<file path="src/design/bgpc_cfg.svh">
/*
  Offsets, field positions, reset values and identity constants for the
  board control register block.
  Assumes it is included by bare name; definitions only.
*/
`ifndef BGPC_CFG_SVH
`define BGPC_CFG_SVH

`define BGPC_ADDR_INDEX      8'h62
`define BGPC_ADDR_DATA       8'h66

`define BGPC_IDX_PORT1       4'h2
`define BGPC_IDX_PORT2       4'h3
`define BGPC_IDX_PWM         4'h8
`define BGPC_IDX_PN_LOW      4'h9
`define BGPC_IDX_STATUS      4'ha
`define BGPC_IDX_PN_HIGH     4'hb

`define BGPC_INDEX_RESET     4'ha
`define BGPC_VERSION         4'h0
`define BGPC_PORT1_RESET     8'h00
`define BGPC_PORT2_RESET     8'h00
`define BGPC_PWM_RESET       4'h0

`define BGPC_P2_DIR_BIT      7
`define BGPC_P1_HIGH_DIR_BIT 6
`define BGPC_P1_LOW_DIR_BIT  5
`define BGPC_P2_OUT_ONLY_BIT 2
`define BGPC_ST_ROM_SEL_BIT  7
`define BGPC_ST_VOLTAGE_ID_BIT5_INV_BIT     5

// part number bytes, values arbitrary
`define BGPC_PN_LOW          8'h12
`define BGPC_PN_HIGH         8'h34

`endif

</file>
<file path="src/design/bgpc_pkg.sv">
/*
  Types for the board control register block.
  Assumes nothing beyond a SystemVerilog compiler.
*/
package bgpc_pkg;
  typedef struct packed {
    logic       rd;
    logic       wr;
    logic [7:0] addr;
    logic [7:0] wdata;
  } bgpc_io_req_s;

  typedef struct packed {
    logic [7:0] p1_in;
    logic [4:0] p2_in;
    logic       rom_sel;
    logic       voltage_id_bit5_inv;
  } bgpc_pins_s;
endpackage

</file>
<file path="src/design/bgpc_sync.sv">
/*
  Two-stage synchroniser for a vector of pin levels.
  Assumes pins are asynchronous to clk; stage one read only by stage two.
*/
`timescale 1ns/1ps
module bgpc_sync #(
  parameter int W = 8
) (
  input  wire logic         clk,
  input  wire logic         resetn,
  input  wire logic [W-1:0] d,
  output logic      [W-1:0] q
);
  logic [W-1:0] stage1;
  logic [W-1:0] next_stage1;
  logic [W-1:0] next_q;

  always_comb begin
    next_stage1 = resetn ? d : '0;
    next_q      = resetn ? stage1 : '0;
  end

  always_ff @(posedge clk) begin
    stage1 <= next_stage1;
    q      <= next_q;
  end
endmodule

</file>
<file path="src/design/bgpc_regs.sv">
/*
  Board control registers behind an index/data I/O port pair: GPIO ports
  1 and 2 with direction control, PWM width, status and part number.
  Assumes single-cycle I/O strobes on clk from the host I/O decoder.
*/
`timescale 1ns/1ps
`include "bgpc_cfg.svh"
module bgpc_regs (
  input  wire logic                  clk,
  input  wire logic                  resetn,
  input  wire bgpc_pkg::bgpc_io_req_s io_req,
  output logic      [7:0]           io_rdata,
  input  wire bgpc_pkg::bgpc_pins_s  pins,
  output logic      [7:0]           port1_data_bits_o,
  output logic      [7:0]           port1_data_bits_oe,
  output logic      [1:0]           port2_pin_o,
  output logic      [1:0]           port2_pin_oe,
  output logic                      port2_out_only_pin,
  output logic      [3:0]           pwm_width
);
  localparam int SW = 15;

  logic [3:0]    index;
  logic [7:0]    port1;
  logic [7:0]    port2;
  logic [3:0]    pwm;
  logic [3:0]    next_index;
  logic [7:0]    next_port1;
  logic [7:0]    next_port2;
  logic [3:0]    next_pwm;
  logic [7:0]    next_rdata;
  logic [SW-1:0] pin_raw;
  logic [SW-1:0] pin_s;
  logic [7:0]    p1_in;
  logic [4:0]    p2_in;
  logic          rom_sel;
  logic          voltage_id_bit5_inv;
  logic [7:0]    p1_oe;
  logic [1:0]    p2_oe;
  logic          wr_idx;
  logic          wr_dat;
  logic          rd_dat;

  assign pin_raw = {pins.p1_in, pins.p2_in, pins.rom_sel, pins.voltage_id_bit5_inv};

  bgpc_sync #(.W(SW)) bgpc_sync_i (
    .clk    (clk),
    .resetn (resetn),
    .d      (pin_raw),
    .q      (pin_s)
  );

  assign p1_in   = pin_s[14:7];
  assign p2_in   = pin_s[6:2];
  assign rom_sel = pin_s[1];
  assign voltage_id_bit5_inv    = pin_s[0];

  assign wr_idx = io_req.wr && (io_req.addr == `BGPC_ADDR_INDEX);
  assign wr_dat = io_req.wr && (io_req.addr == `BGPC_ADDR_DATA);
  assign rd_dat = io_req.rd && (io_req.addr == `BGPC_ADDR_DATA);

  assign p1_oe = {{3{port2[`BGPC_P1_HIGH_DIR_BIT]}},
                  {5{port2[`BGPC_P1_LOW_DIR_BIT]}}};
  assign p2_oe = {2{port2[`BGPC_P2_DIR_BIT]}};

  always_comb begin
    next_index = index;
    next_port1 = port1;
    next_port2 = port2;
    next_pwm   = pwm;
    if (wr_idx) begin
      next_index = io_req.wdata[3:0];
    end
    if (wr_dat) begin
      case (index)
        `BGPC_IDX_PORT1: begin
          next_port1 = (io_req.wdata & p1_oe) | (port1 & ~p1_oe);
        end
        `BGPC_IDX_PORT2: begin
          next_port2[7:5] = io_req.wdata[7:5];
          next_port2[2]   = io_req.wdata[2];
          next_port2[1:0] = (io_req.wdata[1:0] & p2_oe) |
                            (port2[1:0] & ~p2_oe);
          next_port2[4:3] = 2'h0;
        end
        `BGPC_IDX_PWM: begin
          next_pwm = io_req.wdata[3:0];
        end
        default: begin
          next_pwm = pwm;
        end
      endcase
    end
    if (!resetn) begin
      next_index = `BGPC_INDEX_RESET;
      next_port1 = `BGPC_PORT1_RESET;
      next_port2 = `BGPC_PORT2_RESET;
      next_pwm   = `BGPC_PWM_RESET;
    end
  end

  always_comb begin
    next_rdata = io_rdata;
    if (io_req.rd && io_req.addr == `BGPC_ADDR_INDEX) begin
      next_rdata = {`BGPC_VERSION, index};
    end else if (rd_dat) begin
      case (index)
        `BGPC_IDX_PORT1: begin
          next_rdata = (port1 & p1_oe) | (p1_in & ~p1_oe);
        end
        `BGPC_IDX_PORT2: begin
          next_rdata = {port2[7:5], p2_in[4:3], port2[2],
                        (port2[1:0] & p2_oe) | (p2_in[1:0] & ~p2_oe)};
        end
        `BGPC_IDX_PWM: begin
          next_rdata = {4'h0, pwm};
        end
        `BGPC_IDX_PN_LOW: begin
          next_rdata = `BGPC_PN_LOW;
        end
        `BGPC_IDX_PN_HIGH: begin
          next_rdata = `BGPC_PN_HIGH;
        end
        `BGPC_IDX_STATUS: begin
          next_rdata = 8'h00;
          next_rdata[`BGPC_ST_ROM_SEL_BIT] = rom_sel;
          next_rdata[`BGPC_ST_VOLTAGE_ID_BIT5_INV_BIT]    = ~voltage_id_bit5_inv;
        end
        default: begin
          next_rdata = 8'h00;
        end
      endcase
    end
    if (!resetn) begin
      next_rdata = 8'h00;
    end
  end

  always_ff @(posedge clk) begin
    index    <= next_index;
    port1    <= next_port1;
    port2    <= next_port2;
    pwm      <= next_pwm;
    io_rdata <= next_rdata;
  end

  assign port1_data_bits_o  = port1;
  assign port1_data_bits_oe = p1_oe;
  assign port2_pin_o        = port2[1:0];
  assign port2_pin_oe       = p2_oe;
  assign port2_out_only_pin = port2[`BGPC_P2_OUT_ONLY_BIT];
  assign pwm_width          = pwm;

  AST_P2_RESET: assert property (@(posedge clk)
    !resetn |=> port2 == `BGPC_PORT2_RESET && port2_pin_oe == 2'h0)
    else $error("port2 register not zero after reset");

  AST_P2_IN_IGNORE: assert property (@(posedge clk)
    disable iff (!resetn)
    wr_dat && index == `BGPC_IDX_PORT2 && !port2[`BGPC_P2_DIR_BIT] &&
    !io_req.wdata[`BGPC_P2_DIR_BIT]
    |=> $stable(port2_pin_o))
    else $error("write changed input-mode port2 bits");

  AST_P2_OUT: assert property (@(posedge clk)
    disable iff (!resetn)
    wr_dat && index == `BGPC_IDX_PORT2 && port2[`BGPC_P2_DIR_BIT]
    |=> port2_pin_o == $past(io_req.wdata[1:0]))
    else $error("output port2 bits did not take write");

  AST_P2_OUT_ONLY: assert property (@(posedge clk)
    disable iff (!resetn)
    wr_dat && index == `BGPC_IDX_PORT2
    |=> port2_out_only_pin == $past(io_req.wdata[`BGPC_P2_OUT_ONLY_BIT]))
    else $error("port2 bit 2 did not take write");

  AST_PWM: assert property (@(posedge clk)
    disable iff (!resetn)
    wr_dat && index == `BGPC_IDX_PWM
    |=> pwm_width == $past(io_req.wdata[3:0]))
    else $error("pwm width not updated");

  AST_VOLTAGE_ID_BIT5_INV: assert property (@(posedge clk)
    disable iff (!resetn)
    rd_dat && index == `BGPC_IDX_STATUS
    |=> io_rdata[`BGPC_ST_VOLTAGE_ID_BIT5_INV_BIT] == !$past(voltage_id_bit5_inv))
    else $error("status vid bit not inverted");

  AST_VERSION: assert property (@(posedge clk)
    disable iff (!resetn)
    io_req.rd && io_req.addr == `BGPC_ADDR_INDEX
    |=> io_rdata == {`BGPC_VERSION, $past(index)})
    else $error("index read wrong");

  AST_RO_WRITE: assert property (@(posedge clk)
    disable iff (!resetn)
    wr_dat && (index == `BGPC_IDX_PN_LOW || index == `BGPC_IDX_STATUS ||
               index == `BGPC_IDX_PN_HIGH)
    |=> $stable(port1) && $stable(port2) && $stable(pwm_width))
    else $error("read-only write changed state");

  AST_P1_DIR: assert property (@(posedge clk)
    disable iff (!resetn)
    wr_dat && index == `BGPC_IDX_PORT2
    |=> port1_data_bits_oe ==
        {{3{$past(io_req.wdata[`BGPC_P1_HIGH_DIR_BIT])}},
         {5{$past(io_req.wdata[`BGPC_P1_LOW_DIR_BIT])}}})
    else $error("port1 direction wrong");
endmodule

</file>
<file path="config.mk">
export PLATFORM = sky130hd
export DESIGN_NAME = bgpc_regs
export DESIGN_NICKNAME = d
export VERILOG_FILES = /design/src/design/bgpc_pkg.sv /design/src/design/bgpc_sync.sv /design/src/design/bgpc_regs.sv
export VERILOG_INCLUDE_DIRS = /design/src /design/src/design
export SDC_FILE = /design/constraint.sdc
export NUM_CORES = 1
export LEC_CHECK = 0
export BUFFER_PORTS_ARGS = -buffer_cell sky130_fd_sc_hd__buf_2
export CAP_MARGIN = 10
export CORE_ASPECT_RATIO = 0.9
export CORE_MARGIN = 5
export CORE_UTILIZATION = 50
export DETAILED_ROUTE_END_ITERATION = 8
export HOLD_SLACK_MARGIN = 0.06
export MAX_ROUTING_LAYER = met4
export PLACE_DENSITY_LB_ADDON = 0.25
export SLEW_MARGIN = 15
export SYNTH_ARGS = -nofsm -noshare
export SYNTH_HDL_FRONTEND = slang
export SYNTH_HIERARCHICAL = 1
export SYNTH_SLANG_ARGS = --single-unit
</file>
<file path="constraint.sdc">
create_clock -name clk -period 4.6 [get_ports clk]
set_clock_uncertainty 0.05 [all_clocks]
set_input_delay 0 -clock clk [delete_from_list [all_inputs] [get_ports clk]]
set_output_delay 0 -clock clk [all_outputs]
set_load 0.02 [all_outputs]
</file>
# After elaboration in Yosys (flattened, before gate mapping)
# Index checks and enable logic that the tools add are counted.
dict set report word_totals {
  regBits 60
  inputBits 35
}
dict set report classes {
  eq_ne 8
  muxes 3
  bitwise 16
  n_reduce_logical 9
}
# operator n
set op_table {}
lappend op_table {{8-bit one-hot mux with 6 select lines} 1}
lappend op_table {{8-bit AND} 4}
lappend op_table {{4-bit == test, second input constant} 4}
lappend op_table {{8-bit by 7-bit == test with 1-bit output, second input constant} 2}
lappend op_table {{8-bit OR} 2}
lappend op_table {{2-bit AND} 4}
lappend op_table {{4-bit by 2-bit == test with 1-bit output, second input constant} 2}
lappend op_table {{4-bit two-way mux} 2}
lappend op_table {{8-bit NOT} 1}
lappend op_table {{2-bit AND reduction} 3}
lappend op_table {{1-bit logical AND} 4}
lappend op_table {{2-bit OR} 2}
lappend op_table {{1-bit NOT} 2}
lappend op_table {{2-bit NOT} 1}
lappend op_table {{2-bit nonzero test} 1}
lappend op_table {{2-bit OR reduction} 1}

# Depth between registers and ports, before layout
# Gate-level depths: netlist (run 1).
dict set report logic_depth {
  word_depth 6
  ltp_mapped 6
}

# Hierarchy
# Netlist (run 1), hierarchy kept.
# mod instances cells_per_inst area_each_um2 seq_area_each_um2
set modules_own_cells {}
lappend modules_own_cells {bgpc_regs 1 192 1617.8 600.6}
lappend modules_own_cells {bgpc_sync 1 63 812.0 600.6}

# Worst setup path after synthesis (run 1)
# Ideal clock, no wire load.
dict set report synth_path {
  kind {reg-to-reg}
  startpoint {register port2[7]}
  endpoint {register io_rdata[0]}
  arrival_time_ns 1.485
  path_slack_ns 2.932
  path_stages_with_launch 6
  synth_period_minus_slack_ns 1.668
  path_cell_list {dfxtp_1 clkbuf_1 mux2_2 a222oi_1 nand2b_1 a21oi_1}
}
dict set report synth_between {
  elab_chain_cells 6
}
# element line
set synth_rtl {}
lappend synth_rtl {{start: declaration} bgpc_regs.sv:25} ;# logic [7:0] port2;
lappend synth_rtl {{start signal: assignment} bgpc_regs.sv:142} ;# port2 <= next_port2;
lappend synth_rtl {{2-bit NOT} bgpc_regs.sv:113} ;# (port2[1:0] & p2_oe) | (p2_in[1:0] & ~p2_oe)};
lappend synth_rtl {{2-bit AND} bgpc_regs.sv:113}
lappend synth_rtl {{2-bit OR *} bgpc_regs.sv:113}
lappend synth_rtl {{8-bit one-hot mux with 6 select lines *} bgpc_regs.sv:107} ;# case (index)
lappend synth_rtl {{4-bit two-way mux *} bgpc_regs.sv:106} ;# end else if (rd_dat) begin
lappend synth_rtl {{4-bit two-way mux *} bgpc_regs.sv:104} ;# if (io_req.rd && io_req.addr == `BGPC_ADDR_INDEX) begin
lappend synth_rtl {{end signal: assignment} bgpc_regs.sv:144} ;# io_rdata <= next_rdata;
lappend synth_rtl {{end: declaration} bgpc_regs.sv:12} ;# output logic [7:0] io_rdata,
# Every way passes the cells marked *; elsewhere a longest branch is shown, timed or not. The select of a mux whose other input is x is not followed.
# A chain may end at the register's enable or synchronous reset.

# Worst setup path in the final report (run 1)
dict set report layout_path {
  startpoint {register index[3]}
  endpoint {register pwm[0], in the netlist pwm_width[0]}
}
dict set report layout_between {
  elab_chain_cells 2
}
# element line
set layout_rtl {}
lappend layout_rtl {{start: declaration} bgpc_regs.sv:23} ;# logic [3:0] index;
lappend layout_rtl {{start signal: assignment} bgpc_regs.sv:140} ;# index <= next_index;
lappend layout_rtl {{4-bit == test} bgpc_regs.sv:75} ;# case (index)
lappend layout_rtl {{2-bit AND reduction (no source line)} --}
lappend layout_rtl {{end signal: assignment} bgpc_regs.sv:143} ;# pwm <= next_pwm;
lappend layout_rtl {{end: declaration} bgpc_regs.sv:26} ;# logic [3:0] pwm;
# No other way between the ends.

==> flow_summary.ini, run 1 <==
[detailed_routing]
route.detailed.drc = 0
drt_first_pass_iters = 6
ant_nets = 0
viasPerCell = 5.09
wire_per_inst_um = 13.9
vias = 2032
routed_wl_mm = 5.56
drt_iter0_drc = 161

[floorplan]
dieArea_um2 = 6240
io_pins = 68
initial_utilization = 0.526
chipHeight_um = 75.4
core_area_um2 = 4520
die_w_um = 82.7
rows = 23

[power]
p_per_area_nw_per_um2 = 314
ir_drop_uv = 230
intPower_uw = 754
p_sw_uw = 217
finalPower_uw = 971
pwr-share-comb = 0.059
clkPwrFrac = 0.409
seq_power_share = 0.532
leakagePower_uw = 0.00133
swShare = 0.223

[clocking]
cts.sinks = 58
insertion_delay_ns = 0.33
clkTransAtPathRegs_ns = 0.06
cts_buffers = 9
clk_path_buf_depth = 2
post_cts_resized = 0
htree_levels = 3
cts_tree = yes
clockRootBuffer = clkbuf_8

[sta]
timing.final.hold_violations = 0
max_freq_mhz = 496
tns_ns = 0
max_slew_margin = 0.503
finalMaxSlewViolations = 0
fin_crit_sh = 0.439
worstMarginPinSlew_ns = 0.745
rsz0062_at_grt = false
fin_crit_ns = 2.02
finalSetupViolCount = 0

[global_route]
grt_util_all_layers = 0.206
grt_pass1_wl_mm = 9.09
grt_pass1_vias = 1895
antenna_found_initial = 0
grt_overflow_total = 0
grt_max_degree = 33

[logic_synthesis]
ys_warn_count = 6
synthCells = 251
syn_area_per_cell_um2 = 9.47
synth_nets = 286
syn_area_um2 = 2380

[cells_and_area]
n_antenna_cell = 0
final_nets = 367
drive_above_1_share = 0.294
syn_to_final_growth_pct = 30.2

[worst_setup_path]
critical_path_class = reg -> reg
endpoint_kind = register
critPathArrivalTime_ns = 2.16
critPathMaxFanout = 18
cp.required_ns = 4.74
cp-start-kind = register

[placed_design]
gp_congestion = 0.905
port_buffers = 66
hpwl_mm = 3.69

[job]
drv_cap = 0

[run_status]
status = complete, no violations

[worst_hold_path]
hold_path.class = in -> reg
layer usage:
| metal | wire (µm) | GRT usage | share of wire | vias up |
|---|---|---|---|---|
| li1 | - | - | - | 1025 |
| met1 | 2390 | 0.242 | 0.43 | 914 |
| met5 | 0 | - | 0 | - |
| met4 | 136 | 0.0817 | 0.024 | 0 |
| met3 | 442 | 0.0804 | 0.079 | 18 |
| met2 | 2600 | 0.318 | 0.47 | 75 |
layout make-up:
type / count / area [µm²]
fillers: 387 / 1420
flip-flops and latches: 58 / 1160
clock buffers: 11 / 141
well taps: 62 / 77.6
clock inverters: 5 / 30.0
multi-input cells: 165 / 1070
repair buffers: 92 / 591
inverters: 6 / 22.5
worst max-delay path, stage by stage (launching register included):
cell and delay [ns]:
dfxtp_1 0.66, nor4b_1 0.49, nand4_1 0.36, mux2i_1 0.25
nor2_1 0.06
stage by stage:
stage	hold WS [ns]	utilization	area (µm²)	std cells	setup slack, ns
floorplan	0.0119	-	2380	251	2.93
global placement	0.155	0.590	2660	357	2.64
detailed placement	0.158	0.590	2660	357	2.63
CTS	0.0915	0.685	3100	399	2.60
global route	0.119	0.685	3100	399	2.40
finish	0.115	0.685	3100	399	2.58
timing repair:
item,in CTS,in global routing
hold buffers,26,0
hold endpoints to repair,44,0
buffers inserted,0,0
power groups by stage:
stage          logic [µW]  clock network (µW)  registers (µW)
6_report             57.4                 397             517
5_1_grt              63.6                 439             517
4_1_cts              56.4                 408             517
3_5_place_dp         40.7                   0             528
3_3_place_gp         40.3                   0             528
2_1_floorplan        20.6                   0             527
worst paths after layout:
path                                        startpoint                     to  slack [ns]  depth (start not counted)
worst max-delay path                          index[3]           pwm_width[0]        2.58                          4
worst min-delay path                            resetn  bgpc_sync_i/stage1[7]        0.12                          2
worst max register to register                index[3]           pwm_width[0]        2.58                          4
worst min register to register  bgpc_sync_i/stage1[13]      bgpc_sync_i/q[13]        0.37                          1
cell usage in the layout (no fill, tap or decap), types with 6 or more instances in the layout:
cell type	count
buf_2	66
dfxtp_1	58
dlygate4sd3_1	26
and2_1	23
a21oi_1	22
nand2_1	17
mux2i_1	16
o21ai_0	14
nand3_1	12
nor2_1	12
clkbuf_8	10
and2_2	7
inv_1	6
(Power assumes the default switching activity.)
==> inputs of run 2 (changes only) <==
clock period = 2 ns   (was 4.6 ns; I/O delays follow)
==> run 2 against run 1 <==
Worst hold slack gained 0.013 ns. Final area increased by 3.2%. Non-clock buffer count up 7. Fmax grew 10%. Count of clock-buffer cells in the layout is the same. Routed wire length rose by 5.4%. Die area stayed put. Register-to-register slack lost 2.4 ns. Global-route usage grew 0.49 points. Power increased to 2.6 times the previous value. Utilization up 2.2 points. Largest cell class unchanged.
==> flow_summary.ini, run 2 (synthesis gave the netlist of run 1 again) <==
[run_status]
status = complete, no violations

[cells_and_area]
drive_above_1_share = 0.308
mostFrequentLayoutCells = buf_2 (66), dfxtp_1 (58), dlygate4sd3_1 (26)
final_common_cell = buf_2
n_fill_cell = 370
n_antenna_cell = 0
syn_to_final_growth_pct = 34.4
multi_input_area_um2 = 1070
final_nets = 374
final_util = 0.707
register_area_um2 = 1160

[floorplan]
core_area_um2 = 4520
rows = 23
io_pins = 68
dieArea_um2 = 6240
initial_utilization = 0.526
die_w_um = 82.7
chipHeight_um = 75.4

[worst_setup_path]
r2r_cells = 4
critical_path_class = reg -> reg
critPathArrivalTime_ns = 1.97
critPathMaxFanout = 15
cp.required_ns = 2.14
endpoint_kind = register
cp-start-kind = register

[sta]
worstMarginPinSlew_ns = 0.761
fin_crit_sh = 0.915
timing.final.hold_violations = 0
max_freq_mhz = 547
tns_ns = 0
finalMaxSlewViolations = 0
fin_crit_ns = 1.83
max_slew_margin = 0.492
finalSetupViolCount = 0
rsz0062_at_grt = false

[detailed_routing]
drt_first_pass_iters = 4
wire_per_inst_um = 14.4
routed_wl_mm = 5.87
drt_iter0_drc = 210
ant_nets = 0
viasPerCell = 5.21
vias = 2115
route.detailed.drc = 0

[placed_design]
gp_congestion = 0.886
port_buffers = 66
hpwl_mm = 3.92

[power]
pwr-share-comb = 0.055
finalPower_uw = 2500
ir_drop_uv = 766
seq_power_share = 0.476
swShare = 0.201
intPower_uw = 1990
p_per_area_nw_per_um2 = 781
p_sw_uw = 502
clkPwrFrac = 0.469
leakagePower_uw = 0.00139

[clocking]
cts_tree = yes
clkTransAtPathRegs_ns = 0.07
cts.sinks = 58
cts_buffers = 9
clockRootBuffer = clkbuf_8
clk_path_buf_depth = 2
post_cts_resized = 0
insertion_delay_ns = 0.34
htree_levels = 3

[global_route]
antenna_found_initial = 0
grt_pass1_wl_mm = 9.30
grt_pass1_vias = 1969
grt_max_degree = 32
grt_overflow_total = 0
grt_util_all_layers = 0.211

[job]
drv_cap = 0

[worst_hold_path]
whs_path_depth = 5
hold_path.class = in -> reg
==> run 2: cell types whose count changed in the layout (fill, tap and decap cells not counted), sizes merged <==
cell	before	now
buf	66	73
bufinv	0	2
clkinv	3	2
clkinvlp	2	1
==> run 2: worst paths after layout <==
| check | endpoint | slack [ns] | start |
|---|---|---|---|
| max | pwm_width[2] | 0.17 | index[0] |
| min | io_rdata[4] | 0.13 | io_req[11] |
| max reg2reg | pwm_width[2] | 0.17 | index[0] |
| min reg2reg | bgpc_sync_i/q[2] | 0.38 | bgpc_sync_i/stage1[2] |
==> run 2: routing by layer <==
metal | part of all wire | track usage
met1 | 0.42 | 0.241
met2 | 0.49 | 0.335
met3 | 0.077 | 0.0745
met4 | 0.021 | 0.0926
met5 | 0 | -
==> run 2: cell type report <==
| class | instances | share of cell area |
|---|---|---|
| Multi-Input combinational cell | 165 | 0.336 |
| Tap cell | 62 | 0.0243 |
| Timing Repair Buffer | 99 | 0.201 |
| Inverter | 6 | 0.00705 |
| Clock inverter | 5 | 0.0243 |
| Sequential cell | 58 | 0.363 |
| Clock buffer | 11 | 0.0442 |
==> run 2: power by group through the flow <==
stage,clock [µW],combinational [µW],sequential (µW)
2_1_floorplan,0,47.4,1210
3_3_place_gp,0,95.1,1210
3_5_place_dp,0,95.9,1210
4_1_cts,1200,133,1190
5_1_grt,1250,149,1190
6_report,1170,136,1190
==> run 2: critical path, stage by stage, from the launching register on <==
cell and delay (ns):
dfxtp_1 0.44, nor4b_1 0.54, nand4_1 0.36, mux2i_1 0.25, nor2_1 0.05
==> run 2: metrics by stage <==
stage               std cells  cell area, µm²  worst slack, ns  hold slack (ns)
finish                    406            3200            0.171            0.128
global route              406            3200          0.00151            0.154
CTS                       405            3190            0.173            0.108
detailed placement        363            2710            0.209            0.158
global placement          363            2710            0.263            0.155
floorplan                 251            2380            0.332           0.0119
==> run 2: repair_timing <==
item / in CTS / in global routing
hold buffers: 26 / 0
endpoints found under the setup margin: 0 / 6
setup buffers: 0 / 1
endpoints found under the hold margin: 44 / 0
==> inputs of run 3 (changes only) <==
BUFFER_PORTS_ARGS = -buffer_cell sky130_fd_sc_hd__buf_4   (was -buffer_cell sky130_fd_sc_hd__buf_2)
==> run 3 against run 2 <==
Final area up 9.4%. Power grew 1.8%. Global-route usage rose by 1.1 points. Critical path type unchanged. Sequential power about the same. Non-clock buffer count up 13. Combinational power up 30%.
==> flow_summary.ini, run 3 (synthesis gave the netlist of run 1 again) <==
[worst_setup_path]
crit_slowest_cell = dfxtp_1
cp-start-kind = register
endpoint_kind = register
critical_path_class = reg -> reg
r2r-start = index[0]
critPathMaxFanout = 15
slowest_delay_ns = 0.45
cp_cell_sequence = nor4b_2 -> nand4_1 -> o21ai_0 -> a21oi_1
path_buf_inv = 0
cp.required_ns = 2.13
cp_top_family = simple AND/OR/NAND/NOR gates
crit_path_start = index[0]
reg2reg_setup_slack_ns = 0.22
critPathArrivalTime_ns = 1.92

[cells_and_area]
finalInstanceArea_um2 = 3500
syn_to_final_growth_pct = 47.1
final_util = 0.774
n_antenna_cell = 0
multi_input_area_um2 = 1070
n_fill_cell = 312
mostFrequentLayoutCells = buf_4 (71), dfxtp_1 (58), dlygate4sd3_1 (41)
register_area_um2 = 1160
drive_above_1_share = 0.291
final_nets = 387
final_common_cell = buf_4

[sta]
max_freq_mhz = 560
fin_crit_sh = 0.892
rsz0062_at_grt = false
timing.final.hold_violations = 0
fin_crit_ns = 1.78
finalSetupViolCount = 0
max_slew_margin = 0.494
finalMaxSlewViolations = 0
tns_ns = 0
whs_ns = 0.0993
worstMarginPinSlew_ns = 0.759

[global_route]
antenna_found_initial = 0
grt_overflow_total = 0
grt_pass1_wl_mm = 9.83
grt_util_all_layers = 0.221
grt_pass1_vias = 2034
grt_max_degree = 33

[floorplan]
dieArea_um2 = 6240
rows = 23
core_area_um2 = 4520
die_w_um = 82.7
chipHeight_um = 75.4
initial_utilization = 0.526
io_pins = 68

[worst_hold_path]
hp-start = io_req[11]
hold_path.class = in -> reg

[clocking]
cts_buffers = 9
cts.sinks = 58
clk_path_buf_depth = 2
insertion_delay_ns = 0.33
clkTransAtPathRegs_ns = 0.07
post_cts_buffers = 0
htree_levels = 3
cts_tree = yes
clockRootBuffer = clkbuf_8

[detailed_routing]
viasPerCell = 5.15
routed_wl_mm = 6.14
vias = 2157
drt_first_pass_iters = 5
wire_per_inst_um = 14.7
route.detailed.drc = 0
ant_nets = 0
drt_iter0_drc = 199

[placed_design]
gp_congestion = 0.896
placed_area_um2 = 2870
port_buffers = 66
hpwl_mm = 3.89

[run_status]
status = complete, no violations

[power]
ir_drop_uv = 742
p_per_area_nw_per_um2 = 727
leakagePower_uw = 0.00147

[job]
drv_cap = 0
-- run 3: final cells by class --
| type | instances | share of cell area |
|---|---|---|
| timing repair buffer | 112 | 0.270 |
| tap | 62 | 0.0222 |
| clock buffer | 10 | 0.0365 |
| inverter | 6 | 0.00644 |
| clock inverter | 6 | 0.0261 |
| sequential | 58 | 0.332 |
| multi-input combinational | 165 | 0.307 |
-- run 3: worst paths after layout --
| check | end | depth (start not counted) |
|---|---|---|
| worst min register to register | bgpc_sync_i/q[13] | 1 |
| worst max register to register | register | 4 |
| worst max-delay path | register | 4 |
| worst min-delay path | io_rdata[4] | 5 |
-- run 3: report_power, final --
part           switching (µW)  internal (µW)
logic                    61.6            115
registers                7.07           1180
clock network             473            703
total                     542           2000
-- run 3: per-stage QoR --
stage               std cells  total power [µW]  setup WS (ns)
floorplan                 251              1260          0.332
global placement          362              1320          0.239
detailed placement        362              1330          0.231
CTS                       419              2560          0.215
global route              419              2630         0.0272
finish                    419              2540          0.216
-- run 3: layer usage --
layer | up-vias | global-route usage | share of wire
li1 | 1067 | - | -
met2 | 89 | 0.358 | 0.48
met1 | 993 | 0.255 | 0.43
met3 | 8 | 0.0780 | 0.078
met5 | - | - | 0
met4 | 0 | 0.0799 | 0.011
-- run 3: worst reg2reg max path, cell delays in order, from the launching register on --
cell	delay [ns]
dfxtp_1	0.45
nor4b_2	0.44
nand4_1	0.34
o21ai_0	0.26
a21oi_1	0.10
-- run 3: repair_timing --
| item | 4_1_cts | 5_1_grt |
|---|---|---|
| hold buffers | 41 | 0 |
| gates resized for setup | 0 | 0 |
| hold endpoints to repair | 58 | 0 |
